===== config.mk =====
export PLATFORM = sky130hd
export DESIGN_NAME = smps_ctrl_core
export DESIGN_NICKNAME = d
export VERILOG_FILES = /design/src/hw/smps_pkg.sv /design/src/hw/smps_jitter_osc.sv /design/src/hw/smps_ctrl_core.sv
export SDC_FILE = /design/constraint.sdc
export NUM_CORES = 1
export LEC_CHECK = 0
export ABC_AREA = 1
export BUFFER_PORTS_ARGS = -buffer_cell sky130_fd_sc_hd__buf_2
export CORE_ASPECT_RATIO = 0.75
export CORE_MARGIN = 2
export CORE_UTILIZATION = 56
export CTS_BUF_LIST = sky130_fd_sc_hd__clkbuf_8
export CTS_CLUSTER_SIZE = 30
export DETAILED_ROUTE_END_ITERATION = 10
export PLACE_DENSITY = 0.78
export SYNTH_ARGS = -nofsm -noshare
export SYNTH_HDL_FRONTEND = slang
export SYNTH_SLANG_ARGS = --single-unit

===== constraint.sdc =====
create_clock -name aclk -period 6.6 [get_ports aclk]
set_input_delay 0.33 -clock aclk [delete_from_list [all_inputs] [get_ports aclk]]
set_output_delay 0.33 -clock aclk [all_outputs]
set_load 0.05 [all_outputs]

===== src/hw/smps_pkg.sv =====
// Shared constants and carrier types for the power supply control core
package smps_pkg;
    localparam int CLK_MHZ = 200;
    localparam int CLK_HZ = CLK_MHZ * 1000000;
    localparam int SS_STEPS = 32;
    localparam int SS_LVL_W = 6;
    localparam int SS_STEP_US = 600;
    localparam int SS_STEP_CYC = SS_STEP_US * CLK_MHZ;
    localparam int SS_END_MS = 20;
    localparam int SS_END_CYC = SS_END_MS * 1000 * CLK_MHZ;
    localparam int BLANK_MS = 20;
    localparam int BLANK_CYC = BLANK_MS * 1000 * CLK_MHZ;
    localparam int SPIKE_US = 30;
    localparam int SPIKE_CYC = SPIKE_US * CLK_MHZ;
    localparam int LEB_NS = 220;
    localparam int LEB_CYC = (LEB_NS * CLK_MHZ + 500) / 1000;
    localparam int LEB_W = 6;
    localparam int TMR_W = 23;
    localparam int OSC_W = 12;
    localparam int OSC_HZ = 65000;
    localparam int OSC_PER = (CLK_HZ + OSC_HZ / 2) / OSC_HZ;
    localparam int JIT_HZ = 2600;
    localparam int JIT_DEV = (OSC_PER * JIT_HZ + OSC_HZ / 2) / OSC_HZ;
    localparam int JIT_MS = 4;
    localparam int JIT_STEP_CYC = (JIT_MS * 1000 * CLK_MHZ) / (4 * JIT_DEV);
    localparam int DMAX_NUM = 3;
    localparam int DMAX_SHIFT = 2;
    localparam int ADDR_W = 8;
    localparam logic [ADDR_W-1:0] CTRL_OFS = 8'h00;
    localparam logic [ADDR_W-1:0] STAT_OFS = 8'h04;
    localparam logic CTRL_EN_RST = 1'h1;
    localparam int CTRL_EN_BIT = 0;
    localparam int ST_GATE_BIT = 0;
    localparam int ST_SS_BIT = 1;
    localparam int ST_BURST_BIT = 2;
    localparam int ST_AR_BIT = 3;
    localparam int ST_CLAMP_BIT = 4;
    localparam int ST_LVL_LSB = 8;
    localparam logic [1:0] RESP_OKAY = 2'h0;
    localparam logic [1:0] RESP_SLVERR = 2'h2;

    typedef enum {ST_OFF, ST_SOFT, ST_NORM, ST_BURST, ST_AR} mode_e;

    typedef struct packed {
        logic uvlo_ok;
        logic pwm_cmp;
        logic current_limit_cmp;
        logic burst_limit_cmp;
        logic fb_low_cmp;
        logic fb_high_cmp;
        logic blank_pin_level_cmp;
    } cmp_s;

    typedef struct packed {
        logic cycle_start;
        logic on_window;
        logic [OSC_W-1:0] on_cnt;
        logic [OSC_W-1:0] on_max;
    } osc_s;
endpackage : smps_pkg


===== src/hw/smps_jitter_osc.sv =====
// Switching oscillator with triangular frequency jitter and duty ceiling
`timescale 1ns/1ps
module smps_jitter_osc
    import smps_pkg::*;
(
    input wire logic aclk,
    input wire logic aresetn,
    input wire logic jitter_en,
    output osc_s osc
);
    logic [OSC_W-1:0] cnt_q;
    logic signed [OSC_W-1:0] jit_q;
    logic up_q;
    logic [OSC_W-1:0] step_q;
    logic [OSC_W-1:0] per;
    logic [OSC_W+1:0] on3;

    assign per = OSC_W'(OSC_PER) + OSC_W'(jit_q);
    assign on3 = (OSC_W+2)'(per) * (OSC_W+2)'(DMAX_NUM);
    assign osc.cycle_start = (cnt_q == '0);
    assign osc.on_max = OSC_W'(on3 >> DMAX_SHIFT);
    assign osc.on_window = (cnt_q < osc.on_max);
    assign osc.on_cnt = cnt_q;

    // Period may shrink mid-cycle, so wrap on reaching or passing it
    always_ff @(posedge aclk) begin
        if (!aresetn || cnt_q >= per - OSC_W'(1)) begin
            cnt_q <= '0;
        end else begin
            cnt_q <= cnt_q + OSC_W'(1);
        end
    end

    // Jitter held at zero until normal operation
    always_ff @(posedge aclk) begin
        if (!aresetn || !jitter_en) begin
            jit_q <= '0;
            up_q <= 1'b1;
            step_q <= '0;
        end else if (step_q == OSC_W'(JIT_STEP_CYC - 1)) begin
            step_q <= '0;
            if (up_q) begin
                if (jit_q == OSC_W'(JIT_DEV)) begin
                    up_q <= 1'b0;
                end else begin
                    jit_q <= jit_q + OSC_W'(1);
                end
            end else begin
                if (jit_q == -OSC_W'(JIT_DEV)) begin
                    up_q <= 1'b1;
                end else begin
                    jit_q <= jit_q - OSC_W'(1);
                end
            end
        end else begin
            step_q <= step_q + OSC_W'(1);
        end
    end
endmodule : smps_jitter_osc


===== src/hw/smps_ctrl_core.sv =====
// Soft start, PWM latch and burst / auto-restart control core
// Functional notes
// - Soft start begins when supply lockout releases
// - Limit level rises in 32 discrete steps
// - Counter advances every 600 us
// - Soft start ends at 20 ms, sink off
// - Allowed duty grows from zero to maximum
// - Soft start reruns on each auto-restart attempt
// - Oscillator 65 kHz, +/-2.6 kHz, 4 ms jitter
// - On-time never exceeds 0.75 of period
// - Jitter enabled only after soft start ends
// - Latch set by oscillator, cleared by comparators
// - Latch clear turns gate off immediately
// - Gate held low under supply lockout
// - Current-limit trip ends cycle at once
// - Current sense ignored 220 ns after turn-on
// - Reduced 0.34 V limit only in burst
// - 20 ms blanking before burst or restart
// - Release clamp, then wait for pin charged
// - 30 us spike blanking before auto-restart
// - Burst fixed blanking; restart also capacitor-extended
// - Startup cell off throughout burst mode
// - Burst counter runs while feedback low
// - Overload counter runs while feedback high
// - Feedback high leaves burst, drops reduced limit
// - Lockout clears the soft start counter
//
// Local design decisions: register access over AXI4-Lite and the placing of the registers.
`timescale 1ns/1ps
module smps_ctrl_core
    import smps_pkg::*;
#(
    parameter int unsigned SS_STEP = SS_STEP_CYC,
    parameter int unsigned SS_END = SS_END_CYC,
    parameter int unsigned BLANK = BLANK_CYC,
    parameter int unsigned SPIKE = SPIKE_CYC
) (
    input wire logic aclk,
    input wire logic aresetn,
    input cmp_s cmp_in,
    output logic gate_on,
    output logic blank_pin_clamp_switch,
    output logic startup_cell_en,
    output logic [SS_LVL_W-1:0] soft_start_level,
    input wire logic awvalid,
    output logic awready,
    input wire logic [ADDR_W-1:0] awaddr,
    input wire logic wvalid,
    output logic wready,
    input wire logic [31:0] wdata,
    input wire logic [3:0] wstrb,
    output logic bvalid,
    input wire logic bready,
    output logic [1:0] bresp,
    input wire logic arvalid,
    output logic arready,
    input wire logic [ADDR_W-1:0] araddr,
    output logic rvalid,
    input wire logic rready,
    output logic [31:0] rdata,
    output logic [1:0] rresp
);
    cmp_s s1_q, s2_q;
    mode_e st_q;
    osc_s osc;
    logic en_q;
    logic pwm_latch_q;
    logic [LEB_W-1:0] leb_q;
    logic [TMR_W-1:0] ss_tmr_q, ss_step_q;
    logic [SS_LVL_W-1:0] lvl_q;
    logic [TMR_W-1:0] burst_blk_q, ovl_blk_q, spike_q;
    logic clamp_q, startup_q;
    logic aw_q, w_q, bvalid_q, rvalid_q;
    logic [ADDR_W-1:0] awa_q;
    logic [31:0] wdata_q, rdata_q, stat;
    logic [3:0] wstrb_q;
    logic [1:0] bresp_q, rresp_q;
    logic run, leb_active, ss_trip, cs_trip, latch_set, latch_clr;
    logic burst_limit_gate, blank_expire_gate, autorestart_and_gate;
    logic [OSC_W+SS_LVL_W-1:0] ss_prod;
    logic [OSC_W-1:0] ss_limit;
    logic jitter_en, ss_tick, ar_go;

    function automatic logic reg_hit(input logic [ADDR_W-1:0] a);
        return (a == CTRL_OFS) || (a == STAT_OFS);
    endfunction : reg_hit

    // Comparator outputs are asynchronous to aclk
    always_ff @(posedge aclk) begin
        if (!aresetn) begin
            s1_q <= '0;
            s2_q <= '0;
        end else begin
            s1_q <= cmp_in;
            s2_q <= s1_q;
        end
    end

    smps_jitter_osc u_osc (
        .aclk(aclk),
        .aresetn(aresetn),
        .jitter_en(jitter_en),
        .osc(osc)
    );

    assign jitter_en = (st_q == ST_NORM) || (st_q == ST_BURST);

    always_ff @(posedge aclk) begin
        if (!aresetn) begin
            st_q <= ST_OFF;
        end else if (!s2_q.uvlo_ok) begin
            st_q <= ST_OFF;
        end else begin
            case (st_q)
                ST_OFF: begin
                    st_q <= ST_SOFT;
                end
                ST_SOFT: begin
                    if (ss_tmr_q == TMR_W'(SS_END - 1)) begin
                        st_q <= ST_NORM;
                    end
                end
                ST_NORM: begin
                    if (s2_q.fb_low_cmp &&
                        burst_blk_q == TMR_W'(BLANK - 1)) begin
                        st_q <= ST_BURST;
                    end else if (ar_go) begin
                        st_q <= ST_AR;
                    end
                end
                ST_BURST: begin
                    if (s2_q.fb_high_cmp) begin
                        st_q <= ST_NORM;
                    end
                end
                ST_AR: begin
                    st_q <= ST_AR;
                end
                default: begin
                    st_q <= ST_OFF;
                end
            endcase
        end
    end

    // soft start timer in clock cycles
    always_ff @(posedge aclk) begin
        if (!aresetn || st_q != ST_SOFT) begin
            ss_tmr_q <= '0;
        end else begin
            ss_tmr_q <= ss_tmr_q + TMR_W'(1);
        end
    end

    assign ss_tick = (ss_step_q == TMR_W'(SS_STEP - 1));
    always_ff @(posedge aclk) begin
        if (!aresetn || st_q != ST_SOFT || ss_tick) begin
            ss_step_q <= '0;
        end else begin
            ss_step_q <= ss_step_q + TMR_W'(1);
        end
    end

    always_ff @(posedge aclk) begin
        if (!aresetn || !s2_q.uvlo_ok || st_q == ST_OFF) begin
            lvl_q <= '0;
        end else if (st_q == ST_SOFT && ss_tick &&
                     lvl_q != SS_LVL_W'(SS_STEPS)) begin
            lvl_q <= lvl_q + SS_LVL_W'(1);
        end
    end
    assign soft_start_level = lvl_q;

    // duty ceiling scales with the level
    assign ss_prod = (OSC_W+SS_LVL_W)'(osc.on_max) *
                     (OSC_W+SS_LVL_W)'(lvl_q);
    assign ss_limit = OSC_W'(ss_prod >> $clog2(SS_STEPS));
    assign ss_trip = (st_q == ST_SOFT) && (osc.on_cnt >= ss_limit);

    always_ff @(posedge aclk) begin
        if (!aresetn || st_q != ST_NORM || !s2_q.fb_low_cmp) begin
            burst_blk_q <= '0;
        end else if (burst_blk_q != TMR_W'(BLANK - 1)) begin
            burst_blk_q <= burst_blk_q + TMR_W'(1);
        end
    end

    always_ff @(posedge aclk) begin
        if (!aresetn || st_q != ST_NORM || !s2_q.fb_high_cmp) begin
            ovl_blk_q <= '0;
        end else if (ovl_blk_q != TMR_W'(BLANK - 1)) begin
            ovl_blk_q <= ovl_blk_q + TMR_W'(1);
        end
    end

    assign blank_expire_gate = (ovl_blk_q == TMR_W'(BLANK - 1));

    always_ff @(posedge aclk) begin
        if (!aresetn) begin
            clamp_q <= 1'b1;
        end else begin
            clamp_q <= !blank_expire_gate;
        end
    end
    assign blank_pin_clamp_switch = clamp_q;

    // restart also waits for the pin
    assign autorestart_and_gate = (st_q == ST_NORM) && !clamp_q &&
                                  s2_q.fb_high_cmp &&
                                  s2_q.blank_pin_level_cmp;

    always_ff @(posedge aclk) begin
        if (!aresetn || !autorestart_and_gate) begin
            spike_q <= '0;
        end else if (!ar_go) begin
            spike_q <= spike_q + TMR_W'(1);
        end
    end
    // Conditions must still hold on the last count, not only before it
    assign ar_go = autorestart_and_gate && (spike_q == TMR_W'(SPIKE - 1));

    // startup cell kept off in burst
    always_ff @(posedge aclk) begin
        if (!aresetn) begin
            startup_q <= 1'b0;
        end else begin
            startup_q <= !s2_q.uvlo_ok && (st_q != ST_BURST);
        end
    end
    assign startup_cell_en = startup_q;

    assign burst_limit_gate = (st_q == ST_BURST);

    assign run = en_q && s2_q.uvlo_ok &&
                 (st_q == ST_SOFT || st_q == ST_NORM || st_q == ST_BURST);

    always_ff @(posedge aclk) begin
        if (!aresetn) begin
            leb_q <= '0;
        end else if (latch_set) begin
            leb_q <= LEB_W'(LEB_CYC);
        end else if (leb_active) begin
            leb_q <= leb_q - LEB_W'(1);
        end
    end
    assign leb_active = (leb_q != '0);

    // sense trips only act on an open latch
    assign cs_trip = pwm_latch_q && !leb_active &&
                     (s2_q.pwm_cmp || s2_q.current_limit_cmp ||
                      (burst_limit_gate && s2_q.burst_limit_cmp));

    assign latch_set = osc.cycle_start && run;
    assign latch_clr = cs_trip || ss_trip || !osc.on_window || !run;
    always_ff @(posedge aclk) begin
        if (!aresetn || latch_clr) begin
            pwm_latch_q <= 1'b0;
        end else if (latch_set) begin
            pwm_latch_q <= 1'b1;
        end
    end
    assign gate_on = pwm_latch_q;

    // Write channel: address and data taken in either order
    assign awready = !aw_q && !bvalid_q;
    assign wready = !w_q && !bvalid_q;
    always_ff @(posedge aclk) begin
        if (!aresetn) begin
            aw_q <= 1'b0;
            w_q <= 1'b0;
            awa_q <= '0;
            wdata_q <= '0;
            wstrb_q <= '0;
        end else begin
            if (awvalid && awready) begin
                aw_q <= 1'b1;
                awa_q <= awaddr;
            end else if (aw_q && w_q) begin
                aw_q <= 1'b0;
            end
            if (wvalid && wready) begin
                w_q <= 1'b1;
                wdata_q <= wdata;
                wstrb_q <= wstrb;
            end else if (aw_q && w_q) begin
                w_q <= 1'b0;
            end
        end
    end

    always_ff @(posedge aclk) begin
        if (!aresetn) begin
            bvalid_q <= 1'b0;
            bresp_q <= RESP_OKAY;
        end else if (aw_q && w_q) begin
            bvalid_q <= 1'b1;
            bresp_q <= reg_hit(awa_q) ? RESP_OKAY : RESP_SLVERR;
        end else if (bready) begin
            bvalid_q <= 1'b0;
        end
    end
    assign bvalid = bvalid_q;
    assign bresp = bresp_q;

    // Software enable gates switching without touching soft start
    always_ff @(posedge aclk) begin
        if (!aresetn) begin
            en_q <= CTRL_EN_RST;
        end else if (aw_q && w_q && awa_q == CTRL_OFS && wstrb_q[0]) begin
            en_q <= wdata_q[CTRL_EN_BIT];
        end
    end

    always_comb begin
        stat = '0;
        stat[ST_GATE_BIT] = pwm_latch_q;
        stat[ST_SS_BIT] = (st_q == ST_SOFT);
        stat[ST_BURST_BIT] = (st_q == ST_BURST);
        stat[ST_AR_BIT] = (st_q == ST_AR);
        stat[ST_CLAMP_BIT] = clamp_q;
        stat[ST_LVL_LSB +: SS_LVL_W] = lvl_q;
    end

    // Read answer registered on the same edge that takes the address
    assign arready = !rvalid_q;
    always_ff @(posedge aclk) begin
        if (!aresetn) begin
            rvalid_q <= 1'b0;
            rdata_q <= '0;
            rresp_q <= RESP_OKAY;
        end else if (arvalid && arready) begin
            rvalid_q <= 1'b1;
            rresp_q <= reg_hit(araddr) ? RESP_OKAY : RESP_SLVERR;
            if (araddr == CTRL_OFS) begin
                rdata_q <= 32'(en_q) << CTRL_EN_BIT;
            end else if (araddr == STAT_OFS) begin
                rdata_q <= stat;
            end else begin
                rdata_q <= '0;
            end
        end else if (rready) begin
            rvalid_q <= 1'b0;
        end
    end
    assign rvalid = rvalid_q;
    assign rdata = rdata_q;
    assign rresp = rresp_q;
endmodule : smps_ctrl_core


# --- Word-level counts from Yosys, hierarchy flattened ---
# Index checks and enable logic that the tools add are counted.
totals:
  input_bits: 66
  out_inout_bits: 50
  regBits: 264
classes:
  magnitude_cmp: 3
  eq_ne: 29
  muxes: 24
  n_addsub: 13
  n_reduce_logical: 75
  mul: 2
  bitwise_logic: 1
ops:
  columns: ["cell", "count"]
  rows:
  - ["32-bit one-hot mux with 5 select lines", 1]
  - ["32-bit 2-to-1 mux", 4]
  - ["23-bit by 1-bit adder with 23-bit output (second input constant)", 5]
  - ["32-bit by 2-bit equality test with 1-bit output (second input constant)", 3]
  - ["32-bit by 3-bit equality test with 1-bit output (second input constant)", 3]
  - ["23-bit by 22-bit equality test with 1-bit output (second input constant)", 3]
  - ["32-bit logical NOT", 2]
  - ["32-bit by 3-bit != test with 1-bit output (second input constant)", 2]
  - ["23-bit by 22-bit != test with 1-bit output (second input constant)", 2]
  - ["12-bit 2-to-1 mux", 3]
  - ["32-bit by 1-bit equality test with 1-bit output (second input constant)", 1]
  - ["32-bit by 4-bit equality test with 1-bit output (second input constant)", 1]
  - ["32-bit by 2-bit != test with 1-bit output (second input constant)", 1]
  - ["14-bit 2-to-1 mux", 2]
  - ["12-bit by 1-bit adder with 12-bit output (second input constant)", 2]
  - ["12-bit by 8-bit equality test with 1-bit output (second input constant)", 2]
  - ["12-bit greater-or-equal comparator", 2]
  - ["23-bit by 13-bit equality test with 1-bit output (second input constant)", 1]
  - ["23-bit by 17-bit equality test with 1-bit output (second input constant)", 1]
  - ["1-bit logical AND", 23]
  - ["1-bit logical OR", 21]
  - ["12-bit by 6-bit multiplier with 17-bit output", 1]
  - ["8-bit by 3-bit equality test with 1-bit output (second input constant)", 2]
  - ["8-bit logical NOT", 2]
  - ["other kinds (24)", 57]

# --- Logic depth before layout (Yosys ltp) ---
# Gate-level depths: netlist of the first run.
logic_depth:
  depth_word: 9
  ltp_mapped: 43

# --- Modules after synthesis ---
# Synthesis of the first run repeated with hierarchy kept, for this count alone.
hier_totals:
  cells_unflattened: 2242
  area_unflattened_um2: 15169.5
modules_own_cells:
  columns: ["module", "cells_per_inst", "instances", "area_each_um2"]
  rows:
  - ["smps_ctrl_core", 1660, 1, 11325.9]
  - ["smps_jitter_osc", 582, 1, 3843.7]

# --- Least setup slack after synthesis of the first run ---
# Ideal clock, no wire load.
synth_path:
  path_kind: "register -> register"
  start: "register u_osc.jit_q[0]"
  end: "register pwm_latch_q, in the netlist gate_on"
  setup_time_ns: 0.070
  path_stages_with_launch: 36
  required_ns: 6.530
  arrival_time_ns: 6.026
  slack_ns: 0.504
  n_path_buf: 1
  synth_period_minus_slack_ns: 6.096
  cell_sequence: "dfxtp_1 -> clkbuf_2 -> inv_1 -> ha_1 -> inv_1 -> ha_1 -> a21o_1 -> nand3_2 -> nand2_1 -> nand2_1 -> nand2_2 -> xnor2_1 -> nor2_1 -> fa_1 -> inv_1 -> fa_1 -> fa_1 -> inv_1 -> ha_1 -> a21oi_1 -> nor2_1 -> a211oi_1 -> nand2_1 -> nand2_1 -> nand2_1 -> xnor2_1 -> ha_1 -> a21oi_1 -> nor2_1 -> a211oi_1 -> o21ai_0 -> nand2_1 -> nand2_1 -> nand3_1 -> nand2_1 -> a21oi_1"
synth_between:
  elab_chain_len: 9
  word_cells_on_any_way: 11
synth_rtl:
  columns: ["element", "line", "source"]
  rows:
  - ["start: declaration", "smps_jitter_osc.sv:12", "logic signed [OSC_W-1:0] jit_q;"]
  - ["start signal: assignment", "smps_jitter_osc.sv:46", "jit_q <= jit_q + OSC_W'(1);"]
  - ["start signal: assignment", "smps_jitter_osc.sv:52", "jit_q <= jit_q - OSC_W'(1);"]
  - ["11-bit by 12-bit adder with 12-bit output (*)", "smps_jitter_osc.sv:18", "assign per = OSC_W'(OSC_PER) + OSC_W'(jit_q);"]
  - ["12-bit by 2-bit multiplier with 14-bit output (*)", "smps_jitter_osc.sv:19", "assign on3 = (OSC_W+2)'(per) * (OSC_W+2)'(DMAX_NUM);"]
  - ["12-bit by 6-bit multiplier with 17-bit output", "smps_ctrl_core.sv:175", "assign ss_prod = (OSC_W+SS_LVL_W)'(osc.on_max) *"]
  - ["12-bit greater-or-equal comparator", "smps_ctrl_core.sv:178", "assign ss_trip = (st_q == ST_SOFT) && (osc.on_cnt >= ss_limit);"]
  - ["1-bit logical AND", "smps_ctrl_core.sv:178", null]
  - ["1-bit logical OR", "smps_ctrl_core.sv:254", "assign latch_clr = cs_trip || ss_trip || !osc.on_window || !run;"]
  - ["1-bit logical OR (*) (2 in series)", "smps_ctrl_core.sv:254", null]
  - ["1-bit logical OR (*)", "smps_ctrl_core.sv:256", "if (!aresetn || latch_clr) begin"]
  - ["end signal: assignment", "smps_ctrl_core.sv:257", "pwm_latch_q <= 1'b0;"]
  - ["end signal: assignment", "smps_ctrl_core.sv:259", "pwm_latch_q <= 1'b1;"]
  - ["end: declaration", "smps_ctrl_core.sv:67", "logic pwm_latch_q;"]
# Every way passes the cells marked *; elsewhere a longest branch is shown, timed or not.
# A chain may end at the register's enable or synchronous reset.

# --- Worst setup path after layout of the first run ---
# Ends and elaborated chain as after synthesis.

==> summary.md, run 1 <==
| Metric | Value |
|---|---|
| Placed Area | `14700 um^2` |
| Filler cells | `~2200` |
| Post-Syn Area | `14100 um^2` |
| Seq/Total Area, Yosys | `between 30% and 40%` |
| R2r startpoint | `u_osc.jit_q[0]$_SDFFE_PP0P_` |
| Layout net count | `between 2000 and 2500` |
| Final Hold Viols | `0` |
| PD cells | `approximately 170 nW/um^2` |
| Average size of a mapped cell | `7.09 um^2` |
| Cell area after layout | `15700 um^2` |
| Ratio of final minimum period to clock period | `94.6%` |
| Die ar. | `26500 um^2` |
| Met3 Use GR | `4.53%` |
| Setup violations, final | `0` |
| Max Cap Violations | `0` |
| Longest Clk Path Bufs | `3` |
| Row cnt | `50` |
| Initial antenna violation count | `0` |
| Crit-path most repeated cell | `nand2_1` |
| Ys async rst share | `0%` |
| Per-cell routed wire length | `approximately 14 um` |
| Crit path max fanout | `5` |
| Post-synth top area share | `between 30 and 40%` |
| H-tree Lvls | `2` |
| Worst Skew | `~0.025 ns` |
| GR peak layer | `met2` |
| Detail Route Antenna Nets | `0` |
| Synth unique cells | `57` |
| Post-detail-place hpwl | `between 20 and 30 mm` |
| Layout cells sized above 1 | `11.3%` |
| Critical Path RT | `a little over 7 ns` |
| Total negative setup slack | `0 ns` |
| Leading register cell type out of synthesis | `dfxtp_1` |
| CTS tree | `built` |
| Routed wire length | `roughly 34 mm` |
| Hold Path Class | `input pin to register` |
| Die height | `about 140 um` |
| Yosys warnings | `0` |
| Synthesized flop and latch total | `212` |
| Inserted Diodes | `0` |
| Clock sink total | `between 200 and 250` |
| Tmin final | `6.24 ns` |
| IO Pins | `between 100 and 150` |
| CP arrival | `6.69 ns` |
| Drt drc | `0` |
| Setup CP Type | `register to register` |
| Largest net degree at the start of global routing | `37` |
| TritonCTS buffer count | `34` |
| Hold endpoint | `awa_q[3]$_SDFFE_PN0P_` |
| Hold depth | `3` |
| Reg2Reg Setup Slack | `between 0.3 and 0.4 ns` |
| Status | `finished clean` |
| Slew Viols, Final | `0` |
| Global Route met2 Usage | `between 30% and 40%` |
| Crit. End Element | `register` |
| Startpoint Class | `register` |
| Initial Util | `a little under three fifths` |
| Worst R2R End | `gate_on$_SDFFE_PP0P_` |
| Clk Latency, worst-skew pair | `about 0.54 ns` |
| GPL Wtd Cong | `0.891` |
| Vias in the first global route | `~12000` |
| Buffers added on ports | `between 50 and 60` |
| Slowest stage delay, CP | `~0.54 ns` |
| Total GRT Usage | `between 20% and 30%` |
| DR vias | `13100` |
| Most common cell after layout, fill and taps aside | `nand2_1` |
| DRT Pass-1 Iters | `6` |
| Global routing met1 resource utilization | `about a third` |
| HP Start | `awaddr[3]` |
| Least-Margin Pin Slew | `roughly 0.91 ns` |
| Area Growth Syn to Fin | `11.2%` |
| Clock-pin slew on the worst setup and hold paths | `0.06 ns` |
| Die width | `187 um` |
| Core area | `~25000 um^2` |
| Fmax achieved | `160 MHz` |
| Pleak | `~0.0067 uW` |
| Rel. slew slack | `38.7%` |
| First-pass GRT wire length | `around 55 mm` |
| Area contributors post-synth | `dfxtp_1 (30%), nand2_1 (9.3%), ha_1 (8.5%)` |
| Synthesized instance count | `1988` |
| Most frequent cells in the layout | `nand2_1 (344), inv_1 (316), nor2_1 (252)` |
| Yosys top cell by area | `dfxtp_1` |
| Worst reg-to-reg path cell count | `39` |
| Grt total ovfl | `0` |
| Root Driver | `clkbuf_8` |
| Critical-path top delay cell | `fa_1` |
| Vias per Instance | `5.35` |
| EDFF count, synth | `0` |
| Initial DRC Count | `between 800 and 900` |
| Peak supply drop | `~0.15 mV` |
==> stage by stage <==
stage	util (%)	worst slack, ns	hold slack [ns]	instances	total power (uW)
final	63.1	0.359	0.0469	2446	2630
after detailed placement	59.3	0.0955	0.397	2374	1540
after CTS	62.3	0.0322	0.0217	2439	2650
after global placement	59.3	0.220	0.395	2374	1530
after global routing	63.1	-0.0793	0.0501	2446	2740
after floorplan	-	0.504	0.390	2010	1510
==> kinds of logic after synthesis <==
group           Yosys count  synth area share, %
flops                   212                 30.1
compound gates          274                 10.6
xor+xnor                 68                 4.55
fa+ha+maj               136                 14.2
other cells               1               0.0266
simple gates            933                 30.1
buf+inv                 364                 10.4
==> per-layer routing <==
metal	routed length (um)	vias up
met1	16100	6018
met3	2290	63
met2	14400	403
li1	-	6601
met4	741	0
met5	0	-
==> report_power, final <==
group	internal [uW]	switching, uW	leakage [uW]
Combinational	62.1	135	0.00458
Clock	578	526	0.000383
Sequential	1310	20.0	0.00172
Total	1950	681	0.00668
==> critical path: cells and delay by family, from the launching register on <==
kind / cells / cell delay, ns
buffers and inverters: 4 / 0.22
adders and majority gates: 7 / 2.60
and+or+nand+nor: 21 / 1.82
AOI/OAI and AO/OA: 5 / 0.72
xor gates and xnor gates: 2 / 0.43
DFF: 1 / 0.34
==> cells in the mapped netlist, types with 2 or more instances <==
library cell,count
nand2_1,348
inv_1,305
nor2_1,253
dfxtp_1,212
a21oi_1,145
ha_1,96
nand3_1,87
nor3_1,85
o21ai_0,77
xor2_1,45
nand4_1,44
fa_1,40
nor4_1,26
buf_4,23
xnor2_1,20
clkbuf_1,18
nand2_2,18
nor3b_1,16
nor2_2,15
a211oi_1,11
or2_2,11
a31oi_1,9
nand2_4,8
o21a_1,8
inv_2,7
nand3_2,6
buf_2,5
a21o_1,4
nor3_2,4
o211ai_1,4
o21bai_1,4
and3_1,3
clkinv_1,3
o21ai_1,3
nand3b_1,2
nand3b_2,2
==> layout make-up <==
| type | count | area [um^2] | share of cell area (%) |
|---|---|---|---|
| clock inverter | 16 | 85.1 | 0.543 |
| sequential | 212 | 4250 | 27.2 |
| timing repair buffer | 88 | 533 | 3.40 |
| tap | 338 | 423 | 2.70 |
| inverter | 316 | 1190 | 7.59 |
| clock buffer | 42 | 578 | 3.69 |
| multi-input combinational | 1434 | 8600 | 54.9 |
==> worst max-delay path by stage <==
stage	start	to	slack [ns]	cells past startpoint
after floorplan	u_osc.jit_q[0]$_SDFFE_PP0P_	gate_on$_SDFFE_PP0P_	0.50	35
after global placement	u_osc.jit_q[0]$_SDFFE_PP0P_	gate_on$_SDFFE_PP0P_	0.22	37
after detailed placement	u_osc.jit_q[3]$_SDFFE_PP0P_	gate_on$_SDFFE_PP0P_	0.1	33
after CTS	u_osc.jit_q[0]$_SDFFE_PP0P_	gate_on$_SDFFE_PP0P_	0.03	36
after global routing	u_osc.jit_q[0]$_SDFFE_PP0P_	gate_on$_SDFFE_PP0P_	-0.08	36
final	u_osc.jit_q[0]$_SDFFE_PP0P_	gate_on$_SDFFE_PP0P_	0.36	39
==> what timing repair did <==
item | CTS | global route
setup endpoints to repair | 0 | 1
hold buffers | 7 | 0
buffers inserted | 0 | 7
hold endpoints to repair | 7 | 0
gates resized for setup | 0 | 35
==> sequential cells by signal, summed over array words and instances (netlist names), 3 cells and up <==
register,flops
u_osc.step_q,12
leb_q,6
s1_q,7
st_q,3
soft_start_level,6
u_osc.jit_q,12
spike_q,23
ss_step_q,23
ovl_blk_q,23
s2_q,7
rdata,11
burst_blk_q,23
u_osc.cnt_q,12
ss_tmr_q,23
awa_q,8
(Power assumes the default switching activity.)
==> run 2: changes to the inputs <==
RECOVER_POWER = 50   (was unset)
==> summary.md, run 2 (synthesis results as in run 1) <==
| Metric | Value |
|---|---|
| Most frequent cells in the layout | `nand2_1 (344), inv_1 (317), nor2_1 (255) (was nand2_1 (344), inv_1 (316), nor2_1 (252))` |
| Total GRT Usage | `24.9% (unchanged)` |
| Initial DRC Count | `927 (was 865)` |
| TritonCTS buffer count | `34 (unchanged)` |
| Row cnt | `50 (unchanged)` |
| Most common cell after layout, fill and taps aside | `nand2_1 (unchanged)` |
| Total negative setup slack | `0 ns (unchanged)` |
| Grt total ovfl | `0 (unchanged)` |
| Hold Path Class | `input pin to register (unchanged)` |
| Crit path max fanout | `5 (unchanged)` |
| Inst Count DP | `2374 (unchanged)` |
| Core area | `24800 um^2 (unchanged)` |
| Critical Path RT | `7.05 ns (about the same)` |
| Worst hold slack | `0.0518 ns (was 0.0469 ns)` |
| Critical-path top delay cell | `fa_1 (unchanged)` |
| Vias in the first global route | `12000 (unchanged)` |
| Setup CP Type | `register to register (unchanged)` |
| Failing checks | `capacitance limit, slew limit` |
| Die width | `187 um (unchanged)` |
| Die height | `141 um (unchanged)` |
| Ratio of final minimum period to clock period | `94.3% (was 94.6%)` |
| Initial Util | `56.7% (unchanged)` |
| Final Hold Viols | `0 (unchanged)` |
| Max Cap Violations | `1 (was 0)` |
| Least-Margin Pin Slew | `1.52 ns (was 0.915 ns)` |
| Power Total | `2620 uW (was 2630 uW)` |
| HP Start | `awaddr[3] (unchanged)` |
| Slew Viols, Final | `37 (was 0)` |
| Fmax achieved | `161 MHz (was 160 MHz)` |
| Post-Layout Cell Count | `2446 (unchanged)` |
| Setup ws final | `0.375 ns (was 0.359 ns)` |
| DR vias | `13100 (about the same)` |
| Detail Route Antenna Nets | `0 (unchanged)` |
| Post-detail-place hpwl | `25.2 mm (unchanged)` |
| Buffers added on ports | `58 (unchanged)` |
| CTS tree | `built (unchanged)` |
| Die ar. | `26500 um^2 (unchanged)` |
| Rel. slew slack | `-1.05% (was 38.7%)` |
| Clk Latency, worst-skew pair | `0.54 ns (about the same)` |
| H-tree Lvls | `2 (unchanged)` |
| GPL Wtd Cong | `0.891 (unchanged)` |
| IO Pins | `116 (unchanged)` |
| Pleak | `0.00657 uW (was 0.00668 uW)` |
| Inserted Diodes | `0 (unchanged)` |
| Longest Clk Path Bufs | `3 (unchanged)` |
| Root Driver | `clkbuf_8 (unchanged)` |
| Area Growth Syn to Fin | `10.9% (was 11.2%)` |
| Worst Skew | `0.0252 ns (was 0.0246 ns)` |
| Drt drc | `0 (unchanged)` |
| Filler cells | `2215 (was 2199)` |
| Slowest stage delay, CP | `0.54 ns (about the same)` |
| Multi-input logic area | `8590 um^2 (was 8600 um^2)` |
| Setup violations, final | `0 (unchanged)` |
| Critical Path Start | `u_osc.jit_q[0]$_SDFFE_PP0P_ (unchanged)` |
| Tmin final | `6.22 ns (was 6.24 ns)` |
| Vias per Instance | `5.36 (was 5.35)` |
| Initial antenna violation count | `0 (unchanged)` |
| Sequential cell area | `4250 um^2 (unchanged)` |
| Peak supply drop | `0.150 mV (about the same)` |
| First-pass GRT wire length | `55.4 mm (unchanged)` |
| Largest net degree at the start of global routing | `37 (unchanged)` |
| Clock-pin slew on the worst setup and hold paths | `0.06 ns (about the same)` |
| DRT Pass-1 Iters | `6 (unchanged)` |
| Layout cells sized above 1 | `9.77% (was 11.3%)` |
| Layout net count | `2288 (unchanged)` |
| Per-cell routed wire length | `13.7 um (about the same)` |
| Routed wire length | `33.5 mm (about the same)` |
| R2r startpoint | `u_osc.jit_q[0]$_SDFFE_PP0P_ (unchanged)` |
| Status | `complete, but fails checks (was finished clean)` |
| PD cells | `168 nW/um^2 (about the same)` |
| CP arrival | `6.67 ns (was 6.69 ns)` |
| Dpl ws | `0.0955 ns (unchanged)` |
| Clock sink total | `212 (unchanged)` |
| Startpoint Class | `register (unchanged)` |
| Crit. End Element | `register (unchanged)` |
| Crit-path most repeated cell | `nand2_1 (unchanged)` |
-- run 2: changes by cell type in the layout (fill, tap and decap cells not counted), sizes merged --
cell / previous run / this run
buf: 81 / 53
clkbuf: 42 / 70
-- run 2: per-stage QoR --
| step | instance area (um^2) | util (%) |
|---|---|---|
| after floorplan | 14200 | - |
| after global placement | 14700 | 59.3 |
| after detailed placement | 14700 | 59.3 |
| after CTS | 15500 | 62.3 |
| after global routing | 15600 | 62.9 |
| final | 15600 | 62.9 |
-- run 2: worst max-delay path: cells and delay by family (launching register included) --
| kind | cells | cell delay (ns) |
|---|---|---|
| XOR/XNOR | 2 | 0.43 |
| AND/OR/NAND/NOR | 21 | 1.81 |
| buffers and inverters | 4 | 0.22 |
| AO/OA/AOI/OAI | 5 | 0.72 |
| adder cells (fa/ha/maj) | 7 | 2.60 |
| flip-flops | 1 | 0.34 |
-- run 2: path summary, 6_finish.rpt --
path	slack, ns	depth (start not counted)	to
setup reg to reg	0.38	39	gate_on$_SDFFE_PP0P_
hold reg to reg	0.41	2	s2_q[4]$_SDFF_PN0_
hold / removal	0.05	3	awa_q[3]$_SDFFE_PN0P_
setup / recovery	0.38	39	gate_on$_SDFFE_PP0P_
-- run 2: power by group --
| part | switching, uW | leakage, uW | internal, uW | total [uW] |
|---|---|---|---|---|
| Clock | 524 | 0.000383 | 578 | 1100 |
| Combinational | 134 | 0.00447 | 61.1 | 195 |
| Sequential | 19.8 | 0.00172 | 1310 | 1330 |
-- run 2: area by class of cell --
| class | instances | area share [%] |
|---|---|---|
| Multi-Input combinational cell | 1434 | 55.0 |
| Tap cell | 338 | 2.71 |
| Inverter | 316 | 7.61 |
| Clock buffer | 42 | 3.70 |
| Clock inverter | 16 | 0.545 |
| Timing Repair Buffer | 88 | 3.19 |
| Sequential cell | 212 | 27.2 |
-- run 2: what timing repair did --
item                                    4_1_cts  5_1_grt
hold buffers                                  7        0
gates resized for setup                       0       35
buffers inserted                              0        7
hold endpoints to repair                      7        0
endpoints found under the setup margin        0        1
-- run 2: per-layer routing --
layer / GRT usage (%) / vias to the layer above / wire length (um)
met4: 8.60 / 0 / 823
li1: - / 6605 / -
met5: 0 / - / 0
met1: 35.2 / 6028 / 16000
met2: 38.6 / 400 / 14300
met3: 4.53 / 78 / 2320
